<file path="config.mk">
export PLATFORM = sky130hd
export DESIGN_NAME = rie_core
export DESIGN_NICKNAME = d
export VERILOG_FILES = /design/src/rie_pkg.sv /design/src/rie_core.sv /design/src/rie_decode.sv
export VERILOG_INCLUDE_DIRS = /design/src
export SDC_FILE = /design/constraint.sdc
export NUM_CORES = 1
export LEC_CHECK = 0
export BUFFER_PORTS_ARGS = -buffer_cell sky130_fd_sc_hd__buf_4
export CORE_MARGIN = 3
export CORE_UTILIZATION = 45
export DETAILED_ROUTE_END_ITERATION = 8
export GPL_ROUTABILITY_DRIVEN = 0
export PLACE_DENSITY = 0.79
export SLEW_MARGIN = 20
export SYNTH_ARGS = -nofsm -noshare
export SYNTH_HDL_FRONTEND = slang
export SYNTH_SLANG_ARGS = --single-unit
</file>
<file path="constraint.sdc">
create_clock -name mclk -period 2.4 [get_ports mclk]
set_clock_uncertainty 0.2 [all_clocks]
set_input_delay 0.24 -clock mclk [delete_from_list [all_inputs] [get_ports mclk]]
set_output_delay 0.24 -clock mclk [all_outputs]
set_load 0.05 [all_outputs]
</file>
<file path="src/rie_params.svh">
// How it works
// RULE1: Interrupt return opcode pops the stack and loads the program counter.
// RULE2: Interrupt return sets global interrupt enable, bit 7 of irq control.
// RULE3: Interrupt return is one word and takes two instruction cycles.
// RULE4: Literal return loads accumulator with low eight instruction bits; x bits ignored.
// RULE5: Literal return also pops the stack into the program counter.
// RULE6: Literal return is one word and takes two instruction cycles.
// RULE7: Subroutine return pops stack into program counter, interrupt enable untouched.
// RULE8: Subroutine return is one word and takes two instruction cycles.
// RULE9: A program counter change is followed by one no-operation cycle.
// RULE10: Each instruction cycle spans four oscillator periods.
// RULE11: No return instruction touches any arithmetic status flag.
`ifndef RIE_PARAMS_SVH
`define RIE_PARAMS_SVH
`define RIE_OP_IRET 14'h0009
`define RIE_OP_SRET 14'h0008
`define RIE_OP_LRET_MASK 14'h3C00
`define RIE_OP_LRET_VAL 14'h3400
`define RIE_GIE_BIT 7
`define RIE_OSC_PER_CYC 4
`define RIE_PC_RST 13'h0000
`define RIE_ACC_RST 8'h00
`define RIE_IRQ_RST 8'h00
`endif

</file>
<file path="src/rie_pkg.sv">
package rie_pkg;
    typedef enum logic [1:0] {
        RIE_EXEC = 2'b00,
        RIE_FLUSH = 2'b01
    } rie_state_t;
    typedef enum logic [1:0] {
        RIE_K_NONE = 2'b00,
        RIE_K_IRET = 2'b01,
        RIE_K_LRET = 2'b10,
        RIE_K_SRET = 2'b11
    } rie_kind_t;
    // Effects of one decoded return instruction
    typedef struct packed {
        logic pop;
        logic set_gie;
        logic load_acc;
        logic [7:0] literal;
    } rie_ctl_t;
endpackage

</file>
<file path="src/rie_core.sv">
`timescale 1ns/1ps
`include "rie_params.svh"
module rie_core
    import rie_pkg::*;
(
    input wire logic mclk,
    input wire logic rst,
    input wire logic ce,
    input wire logic [13:0] instr,
    input wire logic instr_valid,
    input wire logic [12:0] stack_top,
    input wire logic [7:0] irq_control_in,
    output logic stack_pop,
    output logic [12:0] pc_ff,
    output logic pc_load,
    output logic [7:0] acc_ff,
    output logic acc_load,
    output logic [7:0] irq_control_reg,
    output logic irq_control_we,
    output logic status_we,
    output logic busy,
    output logic cycle_end,
    output logic [1:0] osc_phase_ff
);
    rie_kind_t kind;
    rie_ctl_t ctl;
    rie_state_t state_ff;
    rie_state_t nxt_state;
    logic [12:0] nxt_pc;
    logic [7:0] nxt_acc;
    logic [7:0] nxt_irq;
    logic [1:0] nxt_phase;

    rie_decode i_rie_decode (
        .instr(instr),
        .kind(kind),
        .ctl(ctl)
    );

    // RULE10 four oscillator phases per cycle
    assign cycle_end = ce && (osc_phase_ff == 2'(`RIE_OSC_PER_CYC - 1));
    assign nxt_phase = cycle_end ? 2'h0 : osc_phase_ff + 2'h1;

    // Act on a decoded return only in the execute state
    wire exec_ret = (state_ff == RIE_EXEC) && instr_valid && ctl.pop;
    wire fire = exec_ret && cycle_end;

    // RULE9 flush cycle marks the no-op
    assign busy = (state_ff == RIE_FLUSH);

    // RULE3 RULE6 RULE8 one flush cycle after any return
    always_comb begin
        case (state_ff)
            RIE_EXEC: begin
                nxt_state = fire ? RIE_FLUSH : RIE_EXEC;
            end
            RIE_FLUSH: begin
                nxt_state = cycle_end ? RIE_EXEC : RIE_FLUSH;
            end
            default: begin
                nxt_state = RIE_EXEC;
            end
        endcase
    end

    // RULE1 RULE5 RULE7 pop stack into pc
    assign stack_pop = fire;
    assign pc_load = fire;
    assign nxt_pc = fire ? stack_top : pc_ff;
    // RULE4 accumulator gets literal
    assign acc_load = fire && ctl.load_acc;
    assign nxt_acc = acc_load ? ctl.literal : acc_ff;
    // RULE2 set global_irq_enable bit
    assign irq_control_we = fire && ctl.set_gie;
    assign nxt_irq = irq_control_in | (8'h01 << `RIE_GIE_BIT);
    // RULE11 status never written
    assign status_we = 1'b0;

    // State and phase registers
    always_ff @(posedge mclk) begin
        if (rst) begin
            state_ff <= RIE_EXEC;
            osc_phase_ff <= 2'h0;
        end else if (ce) begin
            state_ff <= nxt_state;
            osc_phase_ff <= nxt_phase;
        end
    end

    // Datapath registers
    always_ff @(posedge mclk) begin
        if (rst) begin
            pc_ff <= `RIE_PC_RST;
            acc_ff <= `RIE_ACC_RST;
            irq_control_reg <= `RIE_IRQ_RST;
        end else if (ce) begin
            pc_ff <= nxt_pc;
            acc_ff <= nxt_acc;
            if (irq_control_we) begin
                irq_control_reg <= nxt_irq;
            end
        end
    end

    // Helper: count instruction cycles of a return
    logic [1:0] ret_cycles_ff;
    always_ff @(posedge mclk) begin
        if (rst) begin
            ret_cycles_ff <= 2'h0;
        end else if (ce && cycle_end) begin
            ret_cycles_ff <= fire ? 2'h1 : (busy ? 2'h2 : 2'h0);
        end
    end

    property p_pop_loads_pc;
        @(posedge mclk) disable iff (rst)
        (fire && ce) |=> (pc_ff == $past(stack_top));
    endproperty
    a_pop_loads_pc: assert property (p_pop_loads_pc) else $error("pc not loaded"); // RULE1

    property p_iret_pop;
        @(posedge mclk) disable iff (rst)
        (exec_ret && kind == RIE_K_IRET && cycle_end) |-> stack_pop && pc_load;
    endproperty
    a_iret_pop: assert property (p_iret_pop) else $error("iret no pop"); // RULE1

    property p_gie_set;
        @(posedge mclk) disable iff (rst)
        (fire && ce && kind == RIE_K_IRET) |=> irq_control_reg[`RIE_GIE_BIT];
    endproperty
    a_gie_set: assert property (p_gie_set) else $error("gie not set"); // RULE2

    property p_two_cycles;
        @(posedge mclk) disable iff (rst)
        (fire && ce) |=> busy && (osc_phase_ff == 2'h0);
    endproperty
    a_two_cycles: assert property (p_two_cycles) else $error("bad length"); // RULE3

    property p_literal;
        @(posedge mclk) disable iff (rst)
        (fire && ce && kind == RIE_K_LRET) |=> (acc_ff == $past(instr[7:0]));
    endproperty
    a_literal: assert property (p_literal) else $error("acc wrong"); // RULE4

    property p_no_acc;
        @(posedge mclk) disable iff (rst)
        (fire && kind != RIE_K_LRET) |=> $stable(acc_ff);
    endproperty
    a_no_acc: assert property (p_no_acc) else $error("acc changed"); // RULE4

    property p_lret_pop;
        @(posedge mclk) disable iff (rst)
        (exec_ret && kind == RIE_K_LRET && cycle_end) |-> stack_pop && pc_load;
    endproperty
    a_lret_pop: assert property (p_lret_pop) else $error("lret no pop"); // RULE5

    property p_lret_len;
        @(posedge mclk) disable iff (rst)
        (fire && kind == RIE_K_LRET) |=> busy && (osc_phase_ff == 2'h0);
    endproperty
    a_lret_len: assert property (p_lret_len) else $error("lret length wrong"); // RULE6

    property p_sret_gie;
        @(posedge mclk) disable iff (rst)
        (kind == RIE_K_SRET) |-> !irq_control_we;
    endproperty
    a_sret_gie: assert property (p_sret_gie) else $error("sret touched gie"); // RULE7

    property p_sret_pop;
        @(posedge mclk) disable iff (rst)
        (exec_ret && kind == RIE_K_SRET && cycle_end) |-> stack_pop && pc_load;
    endproperty
    a_sret_pop: assert property (p_sret_pop) else $error("sret no pop"); // RULE7

    property p_gie_keep;
        @(posedge mclk) disable iff (rst)
        (fire && kind == RIE_K_SRET) |=> $stable(irq_control_reg);
    endproperty
    a_gie_keep: assert property (p_gie_keep) else $error("sret changed irq"); // RULE7

    property p_flush_nop;
        @(posedge mclk) disable iff (rst)
        busy |-> !stack_pop && !pc_load && !acc_load && !irq_control_we;
    endproperty
    a_flush_nop: assert property (p_flush_nop) else $error("flush acted"); // RULE9

    property p_flush_end;
        @(posedge mclk) disable iff (rst)
        (busy && cycle_end) |=> !busy;
    endproperty
    a_flush_end: assert property (p_flush_end) else $error("flush too long"); // RULE9

    property p_phase;
        @(posedge mclk) disable iff (rst)
        (ce && cycle_end) |=> (osc_phase_ff == 2'h0);
    endproperty
    a_phase: assert property (p_phase) else $error("phase wrong"); // RULE10

    property p_frozen;
        @(posedge mclk) disable iff (rst)
        !ce |=> $stable(osc_phase_ff) && $stable(state_ff) && $stable(pc_ff) && $stable(acc_ff);
    endproperty
    a_frozen: assert property (p_frozen) else $error("state moved while frozen"); // RULE10

    property p_no_status;
        @(posedge mclk) disable iff (rst)
        !status_we;
    endproperty
    a_no_status: assert property (p_no_status) else $error("status written"); // RULE11

    property p_cnt;
        @(posedge mclk) disable iff (rst)
        (ret_cycles_ff == 2'h2) |-> !busy;
    endproperty
    a_cnt: assert property (p_cnt) else $error("too many cycles"); // RULE8

    property p_sret_len;
        @(posedge mclk) disable iff (rst)
        (fire && kind == RIE_K_SRET) |=> busy && (osc_phase_ff == 2'h0);
    endproperty
    a_sret_len: assert property (p_sret_len) else $error("sret length wrong"); // RULE8

    c_iret: cover property (@(posedge mclk) fire && kind == RIE_K_IRET);
    c_lret: cover property (@(posedge mclk) fire && kind == RIE_K_LRET);
    c_sret: cover property (@(posedge mclk) fire && kind == RIE_K_SRET);
    c_refused: cover property (@(posedge mclk) busy && instr_valid && ctl.pop);
    c_frozen: cover property (@(posedge mclk) !rst && !ce && instr_valid && ctl.pop);
endmodule

</file>
<file path="src/rie_decode.sv">
`timescale 1ns/1ps
`include "rie_params.svh"
module rie_decode
    import rie_pkg::*;
(
    input wire logic [13:0] instr,
    output rie_kind_t kind,
    output rie_ctl_t ctl
);
    wire is_iret = (instr == `RIE_OP_IRET);
    wire is_sret = (instr == `RIE_OP_SRET);
    // RULE4 x bits ignored
    wire is_lret = ((instr & `RIE_OP_LRET_MASK) == `RIE_OP_LRET_VAL);
    assign kind = is_iret ? RIE_K_IRET : is_lret ? RIE_K_LRET :
                  is_sret ? RIE_K_SRET : RIE_K_NONE;
    // RULE1 RULE5 RULE7 pop
    assign ctl.pop = is_iret | is_lret | is_sret;
    // RULE2 RULE7 gie only iret
    assign ctl.set_gie = is_iret;
    // RULE4 literal load
    assign ctl.load_acc = is_lret;
    assign ctl.literal = instr[7:0];
endmodule

</file>
## Yosys cells after proc, flatten, opt, wreduce, memory -nomap -nowiden

Index checks and enable logic that the tools add are counted.

| storage, ports and cells | value |
|---|---|
| output and inout port bits | 38 |
| logic and storage cells | 27 |
| bits in registers | 33 |
| bits of input ports | 39 |

| cells by class | value |
|---|---|
| reductions and logical operators | 10 |
| equality and inequality tests | 5 |
| multiplexer cells | 4 |
| add/subtract/negate cells | 1 |
| bitwise logic cells | 2 |

Operator list:

| cell | count |
|---|---|
| 14-bit by 4-bit equality test with 1-bit output (second input constant) | 2 |
| 1-bit logical AND | 6 |
| 2-bit AND reduction | 3 |
| 4-bit equality test (second input constant) | 1 |
| 2-bit by 1-bit adder with 2-bit output (second input constant) | 1 |
| 2-bit by 1-bit equality test with 1-bit output (second input constant) | 1 |
| 2-bit equality test (second input constant) | 1 |
| 2-bit logical NOT | 1 |
| 1-bit two-way mux | 2 |
| 2-bit two-way mux | 1 |
| 1-bit OR | 2 |
| 1-bit one-hot mux with 2 select lines | 1 |

## Longest topological paths before layout

| depth | value |
|---|---|
| depth in word-level cells | 7 |
| mapped depth | 7 |
| depth with buffers taken out | 6 |

## By module

A second synthesis with hierarchy kept.

| unflattened totals | value |
|---|---|
| cells, all modules | 165 |
| area total of the unflattened synthesis | 1639.1 µm² |

By module, submodules not included:

| module | cells an instance | area an instance (µm²) | times used |
|---|---|---|---|
| rie_core | 143 | 1478.9 | 1 |
| rie_decode | 22 | 160.2 | 1 |

## Worst setup path before layout

Ideal clock, no wire load.

| timing | value |
|---|---|
| kind | reg2out |
| from | reg osc_phase_ff[0] |
| to | out stack_pop |
| path buffers | 3 |
| setup slack | -0.234 ns |
| arrival time | 2.194 ns |
| stages on the path, launching flop included | 8 |
| path through | dfxtp_1 > ha_1 > and4b_1 > buf_4 > buf_2 > o21ai_0 > inv_1 > buf_4 |

| on the way | value |
|---|---|
| cells in the longest elaborated chain, start to end | 3 |

RTL lines:

| what | line | source |
|---|---|---|
| start, declared | rie_core.sv:23 | `output logic [1:0] osc_phase_ff` |
| start signal, assigned | rie_core.sv:86 | `osc_phase_ff <= nxt_phase;` |
| 2-bit equality test | rie_core.sv:41 | `` assign cycle_end = ce && (osc_phase_ff == 2'(`RIE_OSC_PER_CYC - 1)); `` |
| 1-bit logical AND | rie_core.sv:41 |  |
| 1-bit logical AND | rie_core.sv:46 | `wire fire = exec_ret && cycle_end;` |
| end, declared | rie_core.sv:13 | `output logic stack_pop,` |

Every way passes these cells.

## Final worst setup path

| timing | value |
|---|---|
| from | reg osc_phase_ff[0] |
| to | out irq_control_we |

| on the way | value |
|---|---|
| cells in the longest elaborated chain, start to end | 4 |

RTL lines:

| what | line | source |
|---|---|---|
| 2-bit equality test | rie_core.sv:41 |  |
| 1-bit logical AND | rie_core.sv:41 |  |
| 1-bit logical AND | rie_core.sv:46 |  |
| 1-bit logical AND | rie_core.sv:74 | `assign irq_control_we = fire && ctl.set_gie;` |
| end, declared | rie_core.sv:19 | `output logic irq_control_we,` |

Every way passes these cells.

==> run summary <==
post-synthesis instance total: 185
RSZ-0062 raised after global routing: no
drc violations: 0
Ys Warns: 0
Syn Area/Cell: 8.34 um^2
core area: 3150 um^2
Syn Std Cell Area: 1540 um^2
vias per cell: 5.26
DIE AREA: 4170 um^2
initial drt markers: 118
commonest cells after routing, fill and taps aside: buf_4, nand2_1, dfxtp_1, dlygate4sd3_1, nor2_1
crit path launch type: flop
commonest non-fill, non-tap cell in the layout: buf_4
layout cells sized above 1: 34.4%
Setup Viol. Count Final: 0
Max Buffers Root-to-Sink: 2
Routed Antenna Nets: 0
max cap viols: 0
CTS Buf Count: 5
TritonCTS clock tree: yes
vias in the first global route: 1678
filler cell count: 238
CTS Root Cell: clkbuf_4
Worst-Skew Late Latency: 340 ps
initial antenna violation count: 0
largest net degree at the start of global routing: 42
io pins: 77
number of hold violations in the final report: 0
worst-margin pin slew: 643 ps
Min Clock Period, post-route: 2290 ps
flops & latches, synth: 32
GR Overflow Total: 0
max-slew violation count: 0
Port Buf Inserts: 74
first-pass GRT wire length: 7580 um
DIE WIDTH: 64.6 um
Synth cell types: 27
critical path peak fanout: 14
register area share after synthesis: 41.5%
largest cells by area after synthesis: dfxtp_1, o311ai_0, nand2_1, mux2i_1, nand2b_1
top-area cell type share of the netlist area: 41.5%
max reg flops: 13
Initial Utilization: 48.9%
Routed WL per cell: 14.2 um
status: finished clean
Worst Path Arrival: 1850 ps
Cell Rows: 20
DP HPWL: 2870 um
via count: 1747
Clk pin slew, worst setup/hold paths: 100 ps
Total Power Consumption: 1.11 mW
NumNets Final: 327
Detailed Route WL: 4720 um
H-tree depth: 2
Fmax: 436 MHz
CP endpoint kind: output port
clock sinks: 32
GRT Overall Usage: 23.2%
worst ir drop on vdd: 0.000312 V
relative slew slack: 57.1%
Area Overhead vs Synth: 61.6%
post-synth top area cell: dfxtp_1
Hold Crit Class: input pin to flop
# diodes: 0
Pwr per Cell Area: 445 nW/um^2
fin crit share: 95.6%
WP data required: 1960 ps
Die Height: 64.6 um
Static Leak: 1.09 nW
Setup TNS: 0 ps
final hold slack: 40.4 ps
DRT Pass-1 Iters: 4
syn_nets: 225
Crit Path Class: flop to output port
critical path, stage by stage, from the launching register on:
cell	delay, ps
dfxtp_2	370
ha_1	180
and4b_1	270
buf_4	220
and3_4	260
buf_4	210
kinds of logic (layout without fill, tap and decap cells):
group           after synthesis  count (layout)  share of synthesized area [%]
compound gates               37              37                           16.4
fa+ha+maj                     1               1                          0.811
buf+inv                      22             125                           8.11
flops                        32              32                           41.5
mux                           9               9                           5.84
other cells                   1               1                          0.243
simple gates                 83              83                           27.1
Yosys cell counts:
cell type	number
conb_1	1
nor3_1	1
ha_1	1
nand2b_1	14
o311ai_0	13
a31oi_1	13
inv_2	1
and4b_1	2
a21oi_1	9
buf_4	5
nand2_1	30
nor2_1	17
and3_4	1
nand2_2	1
o21a_1	1
dfxtp_1	32
inv_1	2
and4_1	1
buf_2	6
nor4_1	1
nand4_1	13
mux2i_1	9
nor4b_1	1
o21ai_0	1
buf_12	1
and2_1	1
clkbuf_1	7
what timing repair did:
action,CTS,global route
endpoints found under the setup margin,0,4
hold buffers,29,0
buffers inserted,0,6
hold endpoints to repair,30,0
resized for setup,0,3
final cells by class:
cell class	count	area [um^2]	area share [%]
repair buffers	114	928	37.2
multi-input cells	131	777	31.2
flip-flops and latches	32	643	25.8
well taps	44	55.1	2.21
clock buffers	6	41.3	1.66
clock inverters	2	35.0	1.40
inverters	3	13.8	0.552
final timing paths:
| path | startpoint | end | slack [ps] | depth (start not counted) |
|---|---|---|---|---|
| setup / recovery | osc_phase_ff[0]$_SDFFE_PP0P_ | irq_control_we | 110 | 5 |
| hold / removal | rst | acc_ff[4]$_SDFFE_PP0P_ | 40 | 2 |
| setup reg to reg | osc_phase_ff[0]$_SDFFE_PP0P_ | irq_control_reg[0]$_SDFFE_PP0P_ | 510 | 6 |
| hold reg to reg | acc_ff[4]$_SDFFE_PP0P_ | acc_ff[4]$_SDFFE_PP0P_ | 260 | 2 |
power breakdown:
group          switching (mW)  internal [mW]
Clock                   0.187          0.218
Sequential            0.00411          0.536
Combinational          0.0748         0.0893
metrics by stage:
stage / setup slack, ps / std cells / cell area [um^2] / util, %
2_1_floorplan: 99.3 / 185 / 1550 / -
6_report: 107 / 332 / 2490 / 79.1
3_3_place_gp: 408 / 289 / 2080 / 66.0
3_5_place_dp: 411 / 289 / 2080 / 66.0
5_1_grt: 8.53 / 332 / 2490 / 79.1
4_1_cts: 49.4 / 326 / 2450 / 77.6
layer usage:
layer,vias to the layer above,wire length [um],track usage [%]
met2,57,2420,41.4
met4,0,138,10.6
met1,810,1860,25.2
li1,867,-,-
met5,-,0,0
met3,13,303,6.59
No activity file was read; power rests on OpenSTA's default activity.
